<file path="config.mk">
export PLATFORM = sky130hd
export DESIGN_NAME = bopt_top
export DESIGN_NICKNAME = d
export VERILOG_FILES = /design/src/bopt_pkg.sv /design/src/bopt_delay_timer.sv /design/src/bopt_top.sv
export SDC_FILE = /design/constraint.sdc
export NUM_CORES = 1
export LEC_CHECK = 0
export ABC_AREA = 1
export ABC_CLOCK_PERIOD_IN_PS = 2300
export BUFFER_PORTS_ARGS = -buffer_cell sky130_fd_sc_hd__clkbuf_2
export CORE_MARGIN = 4
export CORE_UTILIZATION = 40
export CTS_CLUSTER_SIZE = 24
export DETAILED_ROUTE_END_ITERATION = 8
export PLACE_DENSITY = 0.64
export SYNTH_ARGS = -nofsm -noshare
export SYNTH_HDL_FRONTEND = slang
export SYNTH_SLANG_ARGS = --single-unit
export TNS_END_PERCENT = 50
</file>
<file path="constraint.sdc">
create_clock -name aclk -period 2.3 [get_ports aclk]
set_input_delay 0.115 -clock aclk [delete_from_list [all_inputs] [get_ports aclk]]
set_output_delay 0.115 -clock aclk [all_outputs]
set_load 0.05 [all_outputs]
</file>
<file path="src/bopt_pkg.sv">
// Constants and types for the option byte decoder of the storage bridge.
// Assumes the option byte arrives once from the serial EEPROM loader.
package bopt_pkg;
    localparam int unsigned OPT_PAGE8_BIT     = 5;
    localparam int unsigned OPT_POLL_BIT      = 4;
    localparam int unsigned OPT_BUSY_DLY_BIT  = 3;
    localparam int unsigned OPT_SHORT_PKT_BIT = 2;
    localparam logic [7:0]  OPT_BYTE_RESET    = 8'h00;
    localparam logic [5:0]  MODE_PAGE_CACHING = 6'h08;

    localparam int unsigned ADDR_W            = 4;
    localparam logic [3:0]  ADDR_OPTION       = 4'h0;
    localparam logic [3:0]  ADDR_CONTROL      = 4'h4;
    localparam logic [3:0]  ADDR_STATUS       = 4'h8;
    localparam logic        CONTROL_HOLD_RST  = 1'b0;
    localparam int unsigned STAT_LOADED_BIT   = 0;
    localparam int unsigned STAT_DRQ_WAIT_BIT = 1;
    localparam int unsigned STAT_STALL_BIT    = 2;
    localparam int unsigned OPT_LOADED_BIT    = 8;
    localparam logic [1:0]  RESP_OKAY         = 2'h0;
    localparam logic [1:0]  RESP_SLVERR       = 2'h2;

    localparam int unsigned BUSY_DELAY_MS     = 120;
    localparam int unsigned CLK_FREQ_KHZ      = 125000;
    localparam int unsigned BUSY_DELAY_CYCLES = BUSY_DELAY_MS * CLK_FREQ_KHZ;
    localparam int unsigned DLY_W             = 24;

    typedef enum logic [1:0] {
        REG_OPTION  = 2'h0,
        REG_CONTROL = 2'h1,
        REG_STATUS  = 2'h2,
        REG_NONE    = 2'h3
    } bopt_reg_t;

    typedef enum logic {
        DRQ_IDLE = 1'b0,
        DRQ_WAIT = 1'b1
    } bopt_drq_st_t;

    typedef enum logic {
        STL_IDLE  = 1'b0,
        STL_SHORT = 1'b1
    } bopt_stall_st_t;
endpackage

</file>
<file path="src/bopt_delay_timer.sv">
// Bounded wait timer used for the DRQ settle delay.
// Assumes start and stop are single-cycle strobes on the same clock.
module bopt_delay_timer #(
    parameter int unsigned LIMIT = bopt_pkg::BUSY_DELAY_CYCLES
) (
    input  wire logic aclk,
    input  wire logic aresetn,
    input  wire logic start,
    input  wire logic stop,
    output logic      expired
);
    import bopt_pkg::*;

    typedef struct packed {
        logic             running;
        logic [DLY_W-1:0] cnt;
        logic             expired;
    } bopt_tmr_state_t;

    localparam logic [DLY_W-1:0] LAST = DLY_W'(LIMIT - 1);

    bopt_tmr_state_t s_r;
    bopt_tmr_state_t s_nxt;

    always_comb begin
        s_nxt = s_r;
        s_nxt.expired = 1'b0;
        if (start) begin
            s_nxt.running = 1'b1;
            s_nxt.cnt = '0;
        end else if (stop) begin
            s_nxt.running = 1'b0;
        end else if (s_r.running) begin
            if (s_r.cnt == LAST) begin
                s_nxt.running = 1'b0;
                s_nxt.expired = 1'b1;
            end else begin
                s_nxt.cnt = s_r.cnt + 1'b1;
            end
        end
    end

    always_ff @(posedge aclk) begin
        if (!aresetn) begin
            s_r <= '0;
        end else begin
            s_r <= s_nxt;
        end
    end

    assign expired = s_r.expired;
endmodule

</file>
<file path="src/bopt_top.sv">
// Option byte decoder: holds the loaded option byte and applies its
// four behaviour bits to page support, completion, DRQ and stall paths.
// Assumes the loader, ATA engine and USB engine share aclk; only the
// drive interrupt pin is asynchronous.
module bopt_top #(
    parameter int unsigned DELAY_CYCLES = bopt_pkg::BUSY_DELAY_CYCLES
) (
    input  wire logic                         aclk,
    input  wire logic                         aresetn,
    input  wire logic [7:0]                   opt_byte,
    input  wire logic                         opt_valid,
    output logic                              cmd_enable,
    output logic                              mode_page8_enable,
    output logic                              poll_completion_select,
    output logic                              busy_delay_enable,
    output logic                              short_pkt_enable,
    input  wire logic                         page_query,
    input  wire logic [5:0]                   page_code,
    output logic                              page_ack,
    output logic                              page_supported,
    input  wire logic                         drive_intrq,
    input  wire logic                         cmd_active,
    input  wire logic                         status_valid,
    input  wire logic                         status_busy,
    output logic                              status_poll_req,
    output logic                              cmd_complete,
    input  wire logic                         drq_read,
    input  wire logic                         len_mismatch,
    input  wire logic                         drq_bit,
    output logic                              drq_result_valid,
    output logic                              drq_result,
    input  wire logic                         stall_req,
    input  wire logic                         short_pkt_done,
    output logic                              short_pkt_req,
    output logic                              stall_issue,
    input  wire logic [bopt_pkg::ADDR_W-1:0]  s_axi_awaddr,
    input  wire logic                         s_axi_awvalid,
    output logic                              s_axi_awready,
    input  wire logic [31:0]                  s_axi_wdata,
    input  wire logic [3:0]                   s_axi_wstrb,
    input  wire logic                         s_axi_wvalid,
    output logic                              s_axi_wready,
    output logic [1:0]                        s_axi_bresp,
    output logic                              s_axi_bvalid,
    input  wire logic                         s_axi_bready,
    input  wire logic [bopt_pkg::ADDR_W-1:0]  s_axi_araddr,
    input  wire logic                         s_axi_arvalid,
    output logic                              s_axi_arready,
    output logic [31:0]                       s_axi_rdata,
    output logic [1:0]                        s_axi_rresp,
    output logic                              s_axi_rvalid,
    input  wire logic                         s_axi_rready
);
    import bopt_pkg::*;

    typedef struct packed {
        logic [7:0]     opt;
        logic           loaded;
        logic           hold;
        logic           cmd_en;
        logic           intrq_s1;
        logic           intrq_s2;
        logic           intrq_d;
        logic           poll_req;
        logic           complete;
        logic           page_ack;
        logic           page_sup;
        bopt_drq_st_t   drq_st;
        logic           drq_valid;
        logic           drq_val;
        bopt_stall_st_t stl_st;
        logic           short_req;
        logic           stall;
        logic           awready;
        logic           wready;
        logic           aw_got;
        logic           w_got;
        logic [3:0]     aw_addr;
        logic [31:0]    wdata;
        logic           wstrb0;
        logic           bvalid;
        logic [1:0]     bresp;
        logic           arready;
        logic           rvalid;
        logic [31:0]    rdata;
        logic [1:0]     rresp;
    } bopt_state_t;

    bopt_state_t s_r;
    bopt_state_t s_nxt;
    logic        dly_start;
    logic        dly_stop;
    logic        dly_expired;

    function automatic bopt_reg_t reg_sel(input logic [3:0] addr);
        if (addr == ADDR_OPTION) begin
            return REG_OPTION;
        end else if (addr == ADDR_CONTROL) begin
            return REG_CONTROL;
        end else if (addr == ADDR_STATUS) begin
            return REG_STATUS;
        end else begin
            return REG_NONE;
        end
    endfunction

    bopt_delay_timer #(
        .LIMIT   (DELAY_CYCLES)
    ) u_delay (
        .aclk    (aclk),
        .aresetn (aresetn),
        .start   (dly_start),
        .stop    (dly_stop),
        .expired (dly_expired)
    );

    always_comb begin
        s_nxt = s_r;
        dly_start = 1'b0;
        dly_stop = 1'b0;
        s_nxt.page_ack = 1'b0;
        s_nxt.complete = 1'b0;
        s_nxt.drq_valid = 1'b0;
        s_nxt.short_req = 1'b0;
        s_nxt.stall = 1'b0;

        // Only the first load after reset counts; later strobes are ignored.
        if (opt_valid && !s_r.loaded) begin
            s_nxt.opt = opt_byte;
            s_nxt.loaded = 1'b1;
        end
        s_nxt.cmd_en = s_r.loaded && !s_r.hold;

        if (page_query) begin
            s_nxt.page_ack = 1'b1;
            s_nxt.page_sup = (page_code != MODE_PAGE_CACHING) ||
                             s_r.opt[OPT_PAGE8_BIT];
        end

        s_nxt.intrq_s1 = drive_intrq;
        s_nxt.intrq_s2 = s_r.intrq_s1;
        s_nxt.intrq_d = s_r.intrq_s2;
        s_nxt.poll_req = s_r.loaded && s_r.opt[OPT_POLL_BIT] &&
                         cmd_active;
        if (s_r.loaded && cmd_active) begin
            if (s_r.opt[OPT_POLL_BIT]) begin
                s_nxt.complete = status_valid && !status_busy;
            end else begin
                s_nxt.complete = s_r.intrq_s2 && !s_r.intrq_d;
            end
        end

        case (s_r.drq_st)
            DRQ_IDLE: begin
                if (drq_read && s_r.loaded) begin
                    if (s_r.opt[OPT_BUSY_DLY_BIT] && len_mismatch &&
                        !drq_bit) begin
                        dly_start = 1'b1;
                        s_nxt.drq_st = DRQ_WAIT;
                    end else begin
                        s_nxt.drq_valid = 1'b1;
                        s_nxt.drq_val = drq_bit;
                    end
                end
            end
            DRQ_WAIT: begin
                if (drq_bit) begin
                    dly_stop = 1'b1;
                    s_nxt.drq_valid = 1'b1;
                    s_nxt.drq_val = 1'b1;
                    s_nxt.drq_st = DRQ_IDLE;
                end else if (dly_expired) begin
                    s_nxt.drq_valid = 1'b1;
                    s_nxt.drq_val = 1'b0;
                    s_nxt.drq_st = DRQ_IDLE;
                end
            end
            default: s_nxt.drq_st = DRQ_IDLE;
        endcase

        case (s_r.stl_st)
            STL_IDLE: begin
                if (stall_req && s_r.opt[OPT_SHORT_PKT_BIT]) begin
                    s_nxt.short_req = 1'b1;
                    s_nxt.stl_st = STL_SHORT;
                end else if (stall_req) begin
                    s_nxt.stall = 1'b1;
                end
            end
            STL_SHORT: begin
                // The stall waits for the short packet to leave first.
                if (short_pkt_done) begin
                    s_nxt.stall = 1'b1;
                    s_nxt.stl_st = STL_IDLE;
                end
            end
            default: s_nxt.stl_st = STL_IDLE;
        endcase

        if (s_axi_awvalid && s_r.awready) begin
            s_nxt.awready = 1'b0;
            s_nxt.aw_got = 1'b1;
            s_nxt.aw_addr = s_axi_awaddr;
        end
        if (s_axi_wvalid && s_r.wready) begin
            s_nxt.wready = 1'b0;
            s_nxt.w_got = 1'b1;
            s_nxt.wdata = s_axi_wdata;
            s_nxt.wstrb0 = s_axi_wstrb[0];
        end
        if (s_r.aw_got && s_r.w_got && !s_r.bvalid) begin
            s_nxt.aw_got = 1'b0;
            s_nxt.w_got = 1'b0;
            s_nxt.bvalid = 1'b1;
            s_nxt.bresp = RESP_OKAY;
            if (reg_sel(s_r.aw_addr) == REG_CONTROL) begin
                if (s_r.wstrb0) begin
                    s_nxt.hold = s_r.wdata[0];
                end
            end else if (reg_sel(s_r.aw_addr) == REG_NONE) begin
                s_nxt.bresp = RESP_SLVERR;
            end
        end
        if (s_r.bvalid && s_axi_bready) begin
            s_nxt.bvalid = 1'b0;
            s_nxt.awready = 1'b1;
            s_nxt.wready = 1'b1;
        end

        if (s_axi_arvalid && s_r.arready) begin
            s_nxt.arready = 1'b0;
            s_nxt.rvalid = 1'b1;
            s_nxt.rdata = 32'h0000_0000;
            s_nxt.rresp = RESP_OKAY;
            if (reg_sel(s_axi_araddr) == REG_OPTION) begin
                s_nxt.rdata[7:0] = s_r.opt;
                s_nxt.rdata[OPT_LOADED_BIT] = s_r.loaded;
            end else if (reg_sel(s_axi_araddr) == REG_CONTROL) begin
                s_nxt.rdata[0] = s_r.hold;
            end else if (reg_sel(s_axi_araddr) == REG_STATUS) begin
                s_nxt.rdata[STAT_LOADED_BIT] = s_r.loaded;
                s_nxt.rdata[STAT_DRQ_WAIT_BIT] = (s_r.drq_st == DRQ_WAIT);
                s_nxt.rdata[STAT_STALL_BIT] = (s_r.stl_st == STL_SHORT);
            end else begin
                s_nxt.rresp = RESP_SLVERR;
            end
        end
        if (s_r.rvalid && s_axi_rready) begin
            s_nxt.rvalid = 1'b0;
            s_nxt.arready = 1'b1;
        end
    end

    always_ff @(posedge aclk) begin
        if (!aresetn) begin
            s_r <= '0;
            s_r.opt <= OPT_BYTE_RESET;
            s_r.hold <= CONTROL_HOLD_RST;
            s_r.awready <= 1'b1;
            s_r.wready <= 1'b1;
            s_r.arready <= 1'b1;
        end else begin
            s_r <= s_nxt;
        end
    end

    assign cmd_enable = s_r.cmd_en;
    assign mode_page8_enable = s_r.opt[OPT_PAGE8_BIT];
    assign poll_completion_select = s_r.opt[OPT_POLL_BIT];
    assign busy_delay_enable = s_r.opt[OPT_BUSY_DLY_BIT];
    assign short_pkt_enable = s_r.opt[OPT_SHORT_PKT_BIT];
    assign page_ack = s_r.page_ack;
    assign page_supported = s_r.page_sup;
    assign status_poll_req = s_r.poll_req;
    assign cmd_complete = s_r.complete;
    assign drq_result_valid = s_r.drq_valid;
    assign drq_result = s_r.drq_val;
    assign short_pkt_req = s_r.short_req;
    assign stall_issue = s_r.stall;
    assign s_axi_awready = s_r.awready;
    assign s_axi_wready = s_r.wready;
    assign s_axi_bresp = s_r.bresp;
    assign s_axi_bvalid = s_r.bvalid;
    assign s_axi_arready = s_r.arready;
    assign s_axi_rdata = s_r.rdata;
    assign s_axi_rresp = s_r.rresp;
    assign s_axi_rvalid = s_r.rvalid;
endmodule

</file>
==> impl_metrics.json, run 1 <==
{
  "status": "completed",
  "worst_pin_slew_ns": 0.530,
  "dp_slack_ns": 0.186,
  "fin_ws_ns": 0.406,
  "maxUsedRoutingLayer": "met4",
  "cp_max_fo": 23,
  "start_util_pct": 41.8,
  "drtAntennaViolNets": 0,
  "hp-class": "in2reg",
  "p_sw_uw": 898,
  "area_growth_pct": 15.2,
  "n_antenna_cell": 0,
  "met2_wirelength_um": 3840,
  "clock-sinks": 74,
  "ys_top_cells_by_area": "dfxtp_1 40%, nand2_1 14%, nor2_1 8.0%, buf_4 7.3%, inv_1 4.5%",
  "synth_xor_area_share_pct": 2.59,
  "portBuffers": 70,
  "gp_congestion": 0.923,
  "synthAdderAreaFrac_pct": 0.336,
  "synth-edff-count": 0,
  "synth_top_area_share_pct": 39.8,
  "ys_seq_elements": 74,
  "yosysMostFrequentCell": "nand2_1",
  "crit_path_end_kind": "register",
  "synth_compound_area_share_pct": 12.8,
  "antenna_found_initial": 0,
  "avgViaCountPerCell": 4.68,
  "async_flop_share_pct": 0,
  "powerDensity_mw_per_mm2": 666,
  "dr.pass1.iters": 4,
  "cts_made_buffers": 9,
  "slew_headroom_pct": 64.6,
  "period_minus_slack_ns": 1.89,
  "hold_viol_final": 0,
  "synth_cell_types": 37,
  "grt_pass1_wl_um": 14200,
  "chipWidth_um": 104,
  "postCtsSetupRepairBufs": 0,
  "synth-simple-area-share_pct": 30.2,
  "first_global_vias": 3086,
  "timing.fmax_mhz": 528,
  "synth_commonest_cells": "136 x nand2_1, 79 x nor2_1, 74 x dfxtp_1",
  "final-setup-viol-count": 0,
  "critPathArrivalTime_ns": 2.18,
  "clk-insertion-delay-late_ns": 0.35,
  "dieArea_mm2": 0.0109,
  "p_clk_share_pct": 36.6,
  "required_ns": 2.58,
  "wl_met1_um": 3970,
  "yosys_most_used_dff": "dfxtp_1",
  "avgSynthCellArea_um2": 7.03,
  "rsz0062_at_grt": "no",
  "wl_um": 8310,
  "internal-power_mw": 1.96,
  "tns_ns": 0,
  "fp.dieH_um": 104,
  "maxCapViolCount": 0,
  "cts_root_buf": "clkbuf_8",
  "p_seq_share_pct": 48.1,
  "fin_crit_sh_pct": 82.3,
  "grt-ovfl-total": 0,
  "finalClockSkew_ns": 0.00880,
  "max-vdd-ir-drop_mv": 0.292,
  "hold_ws_ns": 0.0249,
  "drive_gt1_share_pct": 20.7,
  "drv_slew": 0,
  "gr-usage-all-layers_pct": 15.7,
  "wl_per_cell_um": 11.7,
  "grt_start_max_net_pins": 34,
  "synth_top_family_by_area": "simple AND/OR/NAND/NOR gates",
  "num_vias": 3333,
  "coreArea_mm2": 0.00889,
  "combinationalPowerShare_pct": 15.3,
  "cts_tree": "built",
  "met3_wirelength_um": 438,
  "synthesis.area_mm2": 0.00372,
  "muxShareOfSynthArea_pct": 0,
  "drt_iter0_drc": 150,
  "yosysWarnings": 0,
  "cp-start-kind": "register",
  "synthCells": 529,
  "swShare_pct": 31.5,
  "dp_hpwl_um": 6090,
  "critPathKind": "reg2reg",
  "rows": 34,
  "pin_count": 130,
  "final_nets": 676,
  "h-tree-depth": 3,
  "drc": 0,
  "cellLeakagePower_nw": 1.83,
  "yosys.area.top_type": "dfxtp_1",
  "synth_seq_area_share_pct": 39.8,
  "cts.reportedPaths.clkPinSlew_ns": 0.08,
  "clock_path_buffers": 2,
  "p_total_mw": 2.85
}
[power by group through the flow]
stage	combinational (mW)	clock (mW)	sequential (mW)
3_3_place_gp	0.415	0	1.40
3_5_place_dp	0.421	0	1.40
5_1_grt	0.472	1.13	1.38
2_1_floorplan	0.311	0	1.46
6_report	0.436	1.04	1.37
4_1_cts	0.437	1.07	1.37
[repair_timing]
item                                    4_1_cts  5_1_grt
endpoints found under the setup margin        0        3
endpoints found under the hold margin        11        0
hold buffers                                 11        0
resized for setup                             0        1
[critical path, cell delays in order (launching register included)]
cell and delay, ns:
dfxtp_1 0.41, ha_1 0.33, nand3_4 0.15, nor2_4 0.20
nand3_2 0.10, clkinv_1 0.06, nand2_2 0.07, nand2_4 0.25
nand2_1 0.13, a21oi_2 0.13
[metrics by stage]
step / utilization, % / cells / area [µm²]
after floorplan: - / 553 / 3810
after detailed placement: 44.7 / 685 / 3970
final: 48.2 / 712 / 4290
after CTS: 48.2 / 712 / 4280
after global routing: 48.2 / 712 / 4290
after global placement: 44.7 / 685 / 3970
[final timing paths]
path | from | end | slack (ns) | cells after the start
setup / recovery | u_delay.s_r[1]$_SDFFE_PP0P_ | u_delay.s_r[3]$_SDFFE_PP0P_ | 0.41 | 9
hold / removal | s_axi_awaddr[1] | s_r[73]$_SDFFE_PN0P_ | 0.02 | 3
setup reg to reg | u_delay.s_r[1]$_SDFFE_PP0P_ | u_delay.s_r[3]$_SDFFE_PP0P_ | 0.41 | 9
hold reg to reg | s_nxt[91]$_SDFF_PN0_ | s_nxt[90]$_SDFF_PN0_ | 0.41 | 2
[kinds of logic (layout without fill, tap and decap cells)]
family                   Yosys count  in the layout
flip-flops                        74             74
AO/OA/AOI/OAI                     80             80
AND/OR/NAND/NOR                  266            266
XOR/XNOR                          11             11
buffers and inverters             96            147
other                              1             25
adder cells (fa/ha/maj)            1              1
[area by class of cell]
cell class / count / area [µm²]
multi-input cells: 383 / 1810
inverters: 47 / 176
repair buffers: 84 / 483
fillers: 901 / 4600
clock inverters: 7 / 77.6
flip-flops and latches: 74 / 1480
well taps: 108 / 135
clock buffers: 9 / 124
[flip-flops by register name, summed over array words and instances, names as in the netlist, 2 cells and up]
register,flops
u_delay.s_r,25
s_axi_rdata,9
s_r,17
s_nxt,2
[layout by cell type, fill, tap and decap left out, types with 2 or more instances in the layout]
master,n
clkinv_2,2
nor3_1,5
clkinv_1,2
a21oi_1,25
nand2_2,11
nand4_1,2
nand2_1,136
nand3b_1,2
nor2_4,2
xnor2_1,5
inv_1,45
conb_1,25
dfxtp_1,74
clkbuf_8,9
o21ai_0,33
nor2_1,79
buf_4,3
xor2_1,6
dlygate4sd3_1,11
or2_2,4
clkbuf_2,70
a21oi_2,16
clkinv_4,2
nand3_1,19
[metal layers]
metal	track usage, %	vias up
li1	-	1747
met1	20.8	1492
met2	25.1	90
met3	3.66	4
met4	5.13	0
met5	0	-
Power figures use the tool's default switching activity.
==> run 2, diff against run 1 <==
--- a/config.mk
+++ b/config.mk
@@ -6,13 +6,13 @@
 export NUM_CORES = 1
 export LEC_CHECK = 0
 export ABC_AREA = 1
-export ABC_CLOCK_PERIOD_IN_PS = 2300
+export ABC_CLOCK_PERIOD_IN_PS = 1500
 export BUFFER_PORTS_ARGS = -buffer_cell sky130_fd_sc_hd__clkbuf_2
 export CORE_MARGIN = 4
 export CORE_UTILIZATION = 40
 export CTS_CLUSTER_SIZE = 24
 export DETAILED_ROUTE_END_ITERATION = 8
-export PLACE_DENSITY = 0.64
+export PLACE_DENSITY = 0.67
 export SYNTH_ARGS = -nofsm -noshare
 export SYNTH_HDL_FRONTEND = slang
 export SYNTH_SLANG_ARGS = --single-unit
==> constraint.sdc (replaced) <==
create_clock -name aclk -period 1.5 [get_ports aclk]
set_input_delay 0.075 -clock aclk [delete_from_list [all_inputs] [get_ports aclk]]
set_output_delay 0.075 -clock aclk [all_outputs]
set_load 0.05 [all_outputs]
==> run 2 against run 1 <==
  * The flow now finishes with violations (setup timing)
  * Design area increased by 14%
  * Sequential power rose by 54%
  * Core utilization increased by 6.5 points
  * Critical path depth increased by 2
  * Worst hold slack got worse by 0.0072 ns
  * Largest cell class unchanged
  * Highest routed layer unchanged
==> impl_metrics.json, run 2 (synthesized netlist as in run 1, its figures left out) <==
{
  "cp_cell_sequence": "ha_4, nand3_4, nor2_4, nand3_2, buf_6, clkinv_1, nand2_2, nand2_4, buf_12, nand2_2, a21oi_2",
  "final_util_pct": 54.7,
  "reg2reg_slack_ns": -0.04,
  "dr.pass1.iters": 5,
  "drt_iter0_drc": 168,
  "largest_reg_flops": 25,
  "ff2ff_path_depth": 11,
  "p_total_mw": 4.69,
  "cts.reportedPaths.clkPinSlew_ns": 0.09,
  "post-place-cells": 729,
  "cellLeakagePower_nw": 2.13,
  "grt_start_max_net_pins": 20,
  "wl_per_cell_um": 12.4,
  "crit_start": "u_delay.s_r[1]$_SDFFE_PP0P_",
  "most-common-layout-cells": "135 x nand2_1, 73 x nor2_1, 70 x dfxtp_1, 70 x clkbuf_2, 45 x inv_1",
  "clk-insertion-delay-late_ns": 0.35,
  "period_minus_slack_ns": 1.54,
  "regToRegEndpoint": "u_delay.s_r[22]$_SDFFE_PP0P_",
  "grt-ovfl-total": 0,
  "hp-class": "in2reg",
  "gr-usage-all-layers_pct": 17.6,
  "violations": "setup timing",
  "tns_ns": -0.203,
  "finalInstanceArea_mm2": 0.00487,
  "cp_max_fo": 11,
  "timing.fmax_mhz": 650,
  "place_area_mm2": 0.00434,
  "fp.dieH_um": 104,
  "crit_path_end_kind": "register",
  "drc": 0,
  "wl_um": 9550,
  "status": "finished with violations",
  "top_register": "u_delay.s_r",
  "slowest_delay_ns": 0.36,
  "clock-sinks": 74,
  "clock_path_buffers": 2,
  "num_vias": 3598,
  "gp_congestion": 0.909,
  "dieArea_mm2": 0.0109,
  "maxCapViolCount": 0,
  "hold_path_end": "s_axi_arready$_SDFFE_PP1P_",
  "max-vdd-ir-drop_mv": 0.660,
  "finalClockSkew_ns": 0.0164,
  "powerDensity_mw_per_mm2": 963,
  "r2r_start": "u_delay.s_r[1]$_SDFFE_PP0P_",
  "dp_hpwl_um": 7050,
  "pin_count": 130,
  "drive_gt1_share_pct": 28.0,
  "cts_root_buf": "clkbuf_8",
  "cp_slowest_cell": "dfxtp_2",
  "n_antenna_cell": 0,
  "h-tree-depth": 3,
  "critPathKind": "reg2reg",
  "antenna_found_initial": 0,
  "postCtsSetupRepairBufs": 0,
  "critPathMostFrequentCell": "nand2_2",
  "first_global_vias": 3525,
  "final-setup-viol-count": 14,
  "grt_pass1_wl_um": 16000,
  "chipWidth_um": 104,
  "start_util_pct": 41.8,
  "coreArea_mm2": 0.00889,
  "rows": 34,
  "drtAntennaViolNets": 0,
  "rsz0062_at_grt": "yes",
  "hold_start": "s_axi_arvalid",
  "holdPathStages": 4,
  "final_nets": 733,
  "avgViaCountPerCell": 4.68,
  "cts_tree": "built",
  "dp_slack_ns": -0.420,
  "area_growth_pct": 30.8,
  "finalNonFillerCells": 768,
  "hold_ws_ns": 0.0177,
  "cp-start-kind": "register",
  "required_ns": 1.78,
  "cts_made_buffers": 9,
  "critPathArrivalTime_ns": 1.82,
  "drv_slew": 0,
  "hold_viol_final": 0,
  "layout_commonest_cell": "nand2_1",
  "portBuffers": 70,
  "fin_crit_sh_pct": 102,
  "fin_ws_ns": -0.0374
}
run 2: cell count changes in the layout (fill, tap and decap cells not counted), moves of 2 or more:
cell / change
dfxtp_1: -4
clkinv_2: -2
nor2_2: +6
nor2_1: -6
clkinv_4: -2
bufinv_16: +2
a21oi_1: -2
dlygate4sd3_1: +12
clkinvlp_4: +2
buf_4: +41
a21oi_2: +2
buf_12: +2
dfxtp_2: +4
run 2: what timing repair did:
action	4_1_cts	5_1_grt
hold endpoints to repair	23	0
resized for setup	6	10
pin swaps	4	5
setup endpoints to repair	24	24
cloned	1	0
hold buffers	23	0
run 2: cell type report:
type	instances	area, µm²
repair buffers	140	962
inverters	47	176
well taps	108	135
fillers	829	4030
clock buffers	9	124
flip-flops and latches	74	1490
clock inverters	6	114
multi-input cells	384	1870
run 2: how the worst max path moves through the flow:
stage	end	cells past startpoint
2_1_floorplan	u_delay.s_r[19]$_SDFFE_PP0P_	9
3_3_place_gp	u_delay.s_r[1]$_SDFFE_PP0P_	8
3_5_place_dp	u_delay.s_r[22]$_SDFFE_PP0P_	8
4_1_cts	u_delay.s_r[22]$_SDFFE_PP0P_	11
5_1_grt	u_delay.s_r[24]$_SDFFE_PP0P_	11
6_report	u_delay.s_r[22]$_SDFFE_PP0P_	11
run 2: per-layer routing:
| layer | track usage (%) | wire [µm] | vias up |
|---|---|---|---|
| met4 | 5.70 | 140 | 0 |
| met1 | 21.4 | 4070 | 1617 |
| met5 | 0 | 0 | - |
| met3 | 3.91 | 586 | 13 |
| met2 | 30.9 | 4750 | 108 |
| li1 | - | - | 1860 |
run 2: worst max-delay path, delay by kind of cell, from the launching register on:
kind                     cells  cell delay [ns]
buffers and inverters        3             0.31
adder cells (fa/ha/maj)      1             0.16
flip-flops                   1             0.36
AO/OA/AOI/OAI                1             0.14
AND/OR/NAND/NOR              6             0.51
run 2: where the power goes:
| group | internal, mW | switching, mW | total [mW] |
|---|---|---|---|
| Sequential | 2.05 | 0.0569 | 2.11 |
| Combinational | 0.195 | 0.520 | 0.715 |
| Clock | 1.10 | 0.760 | 1.86 |
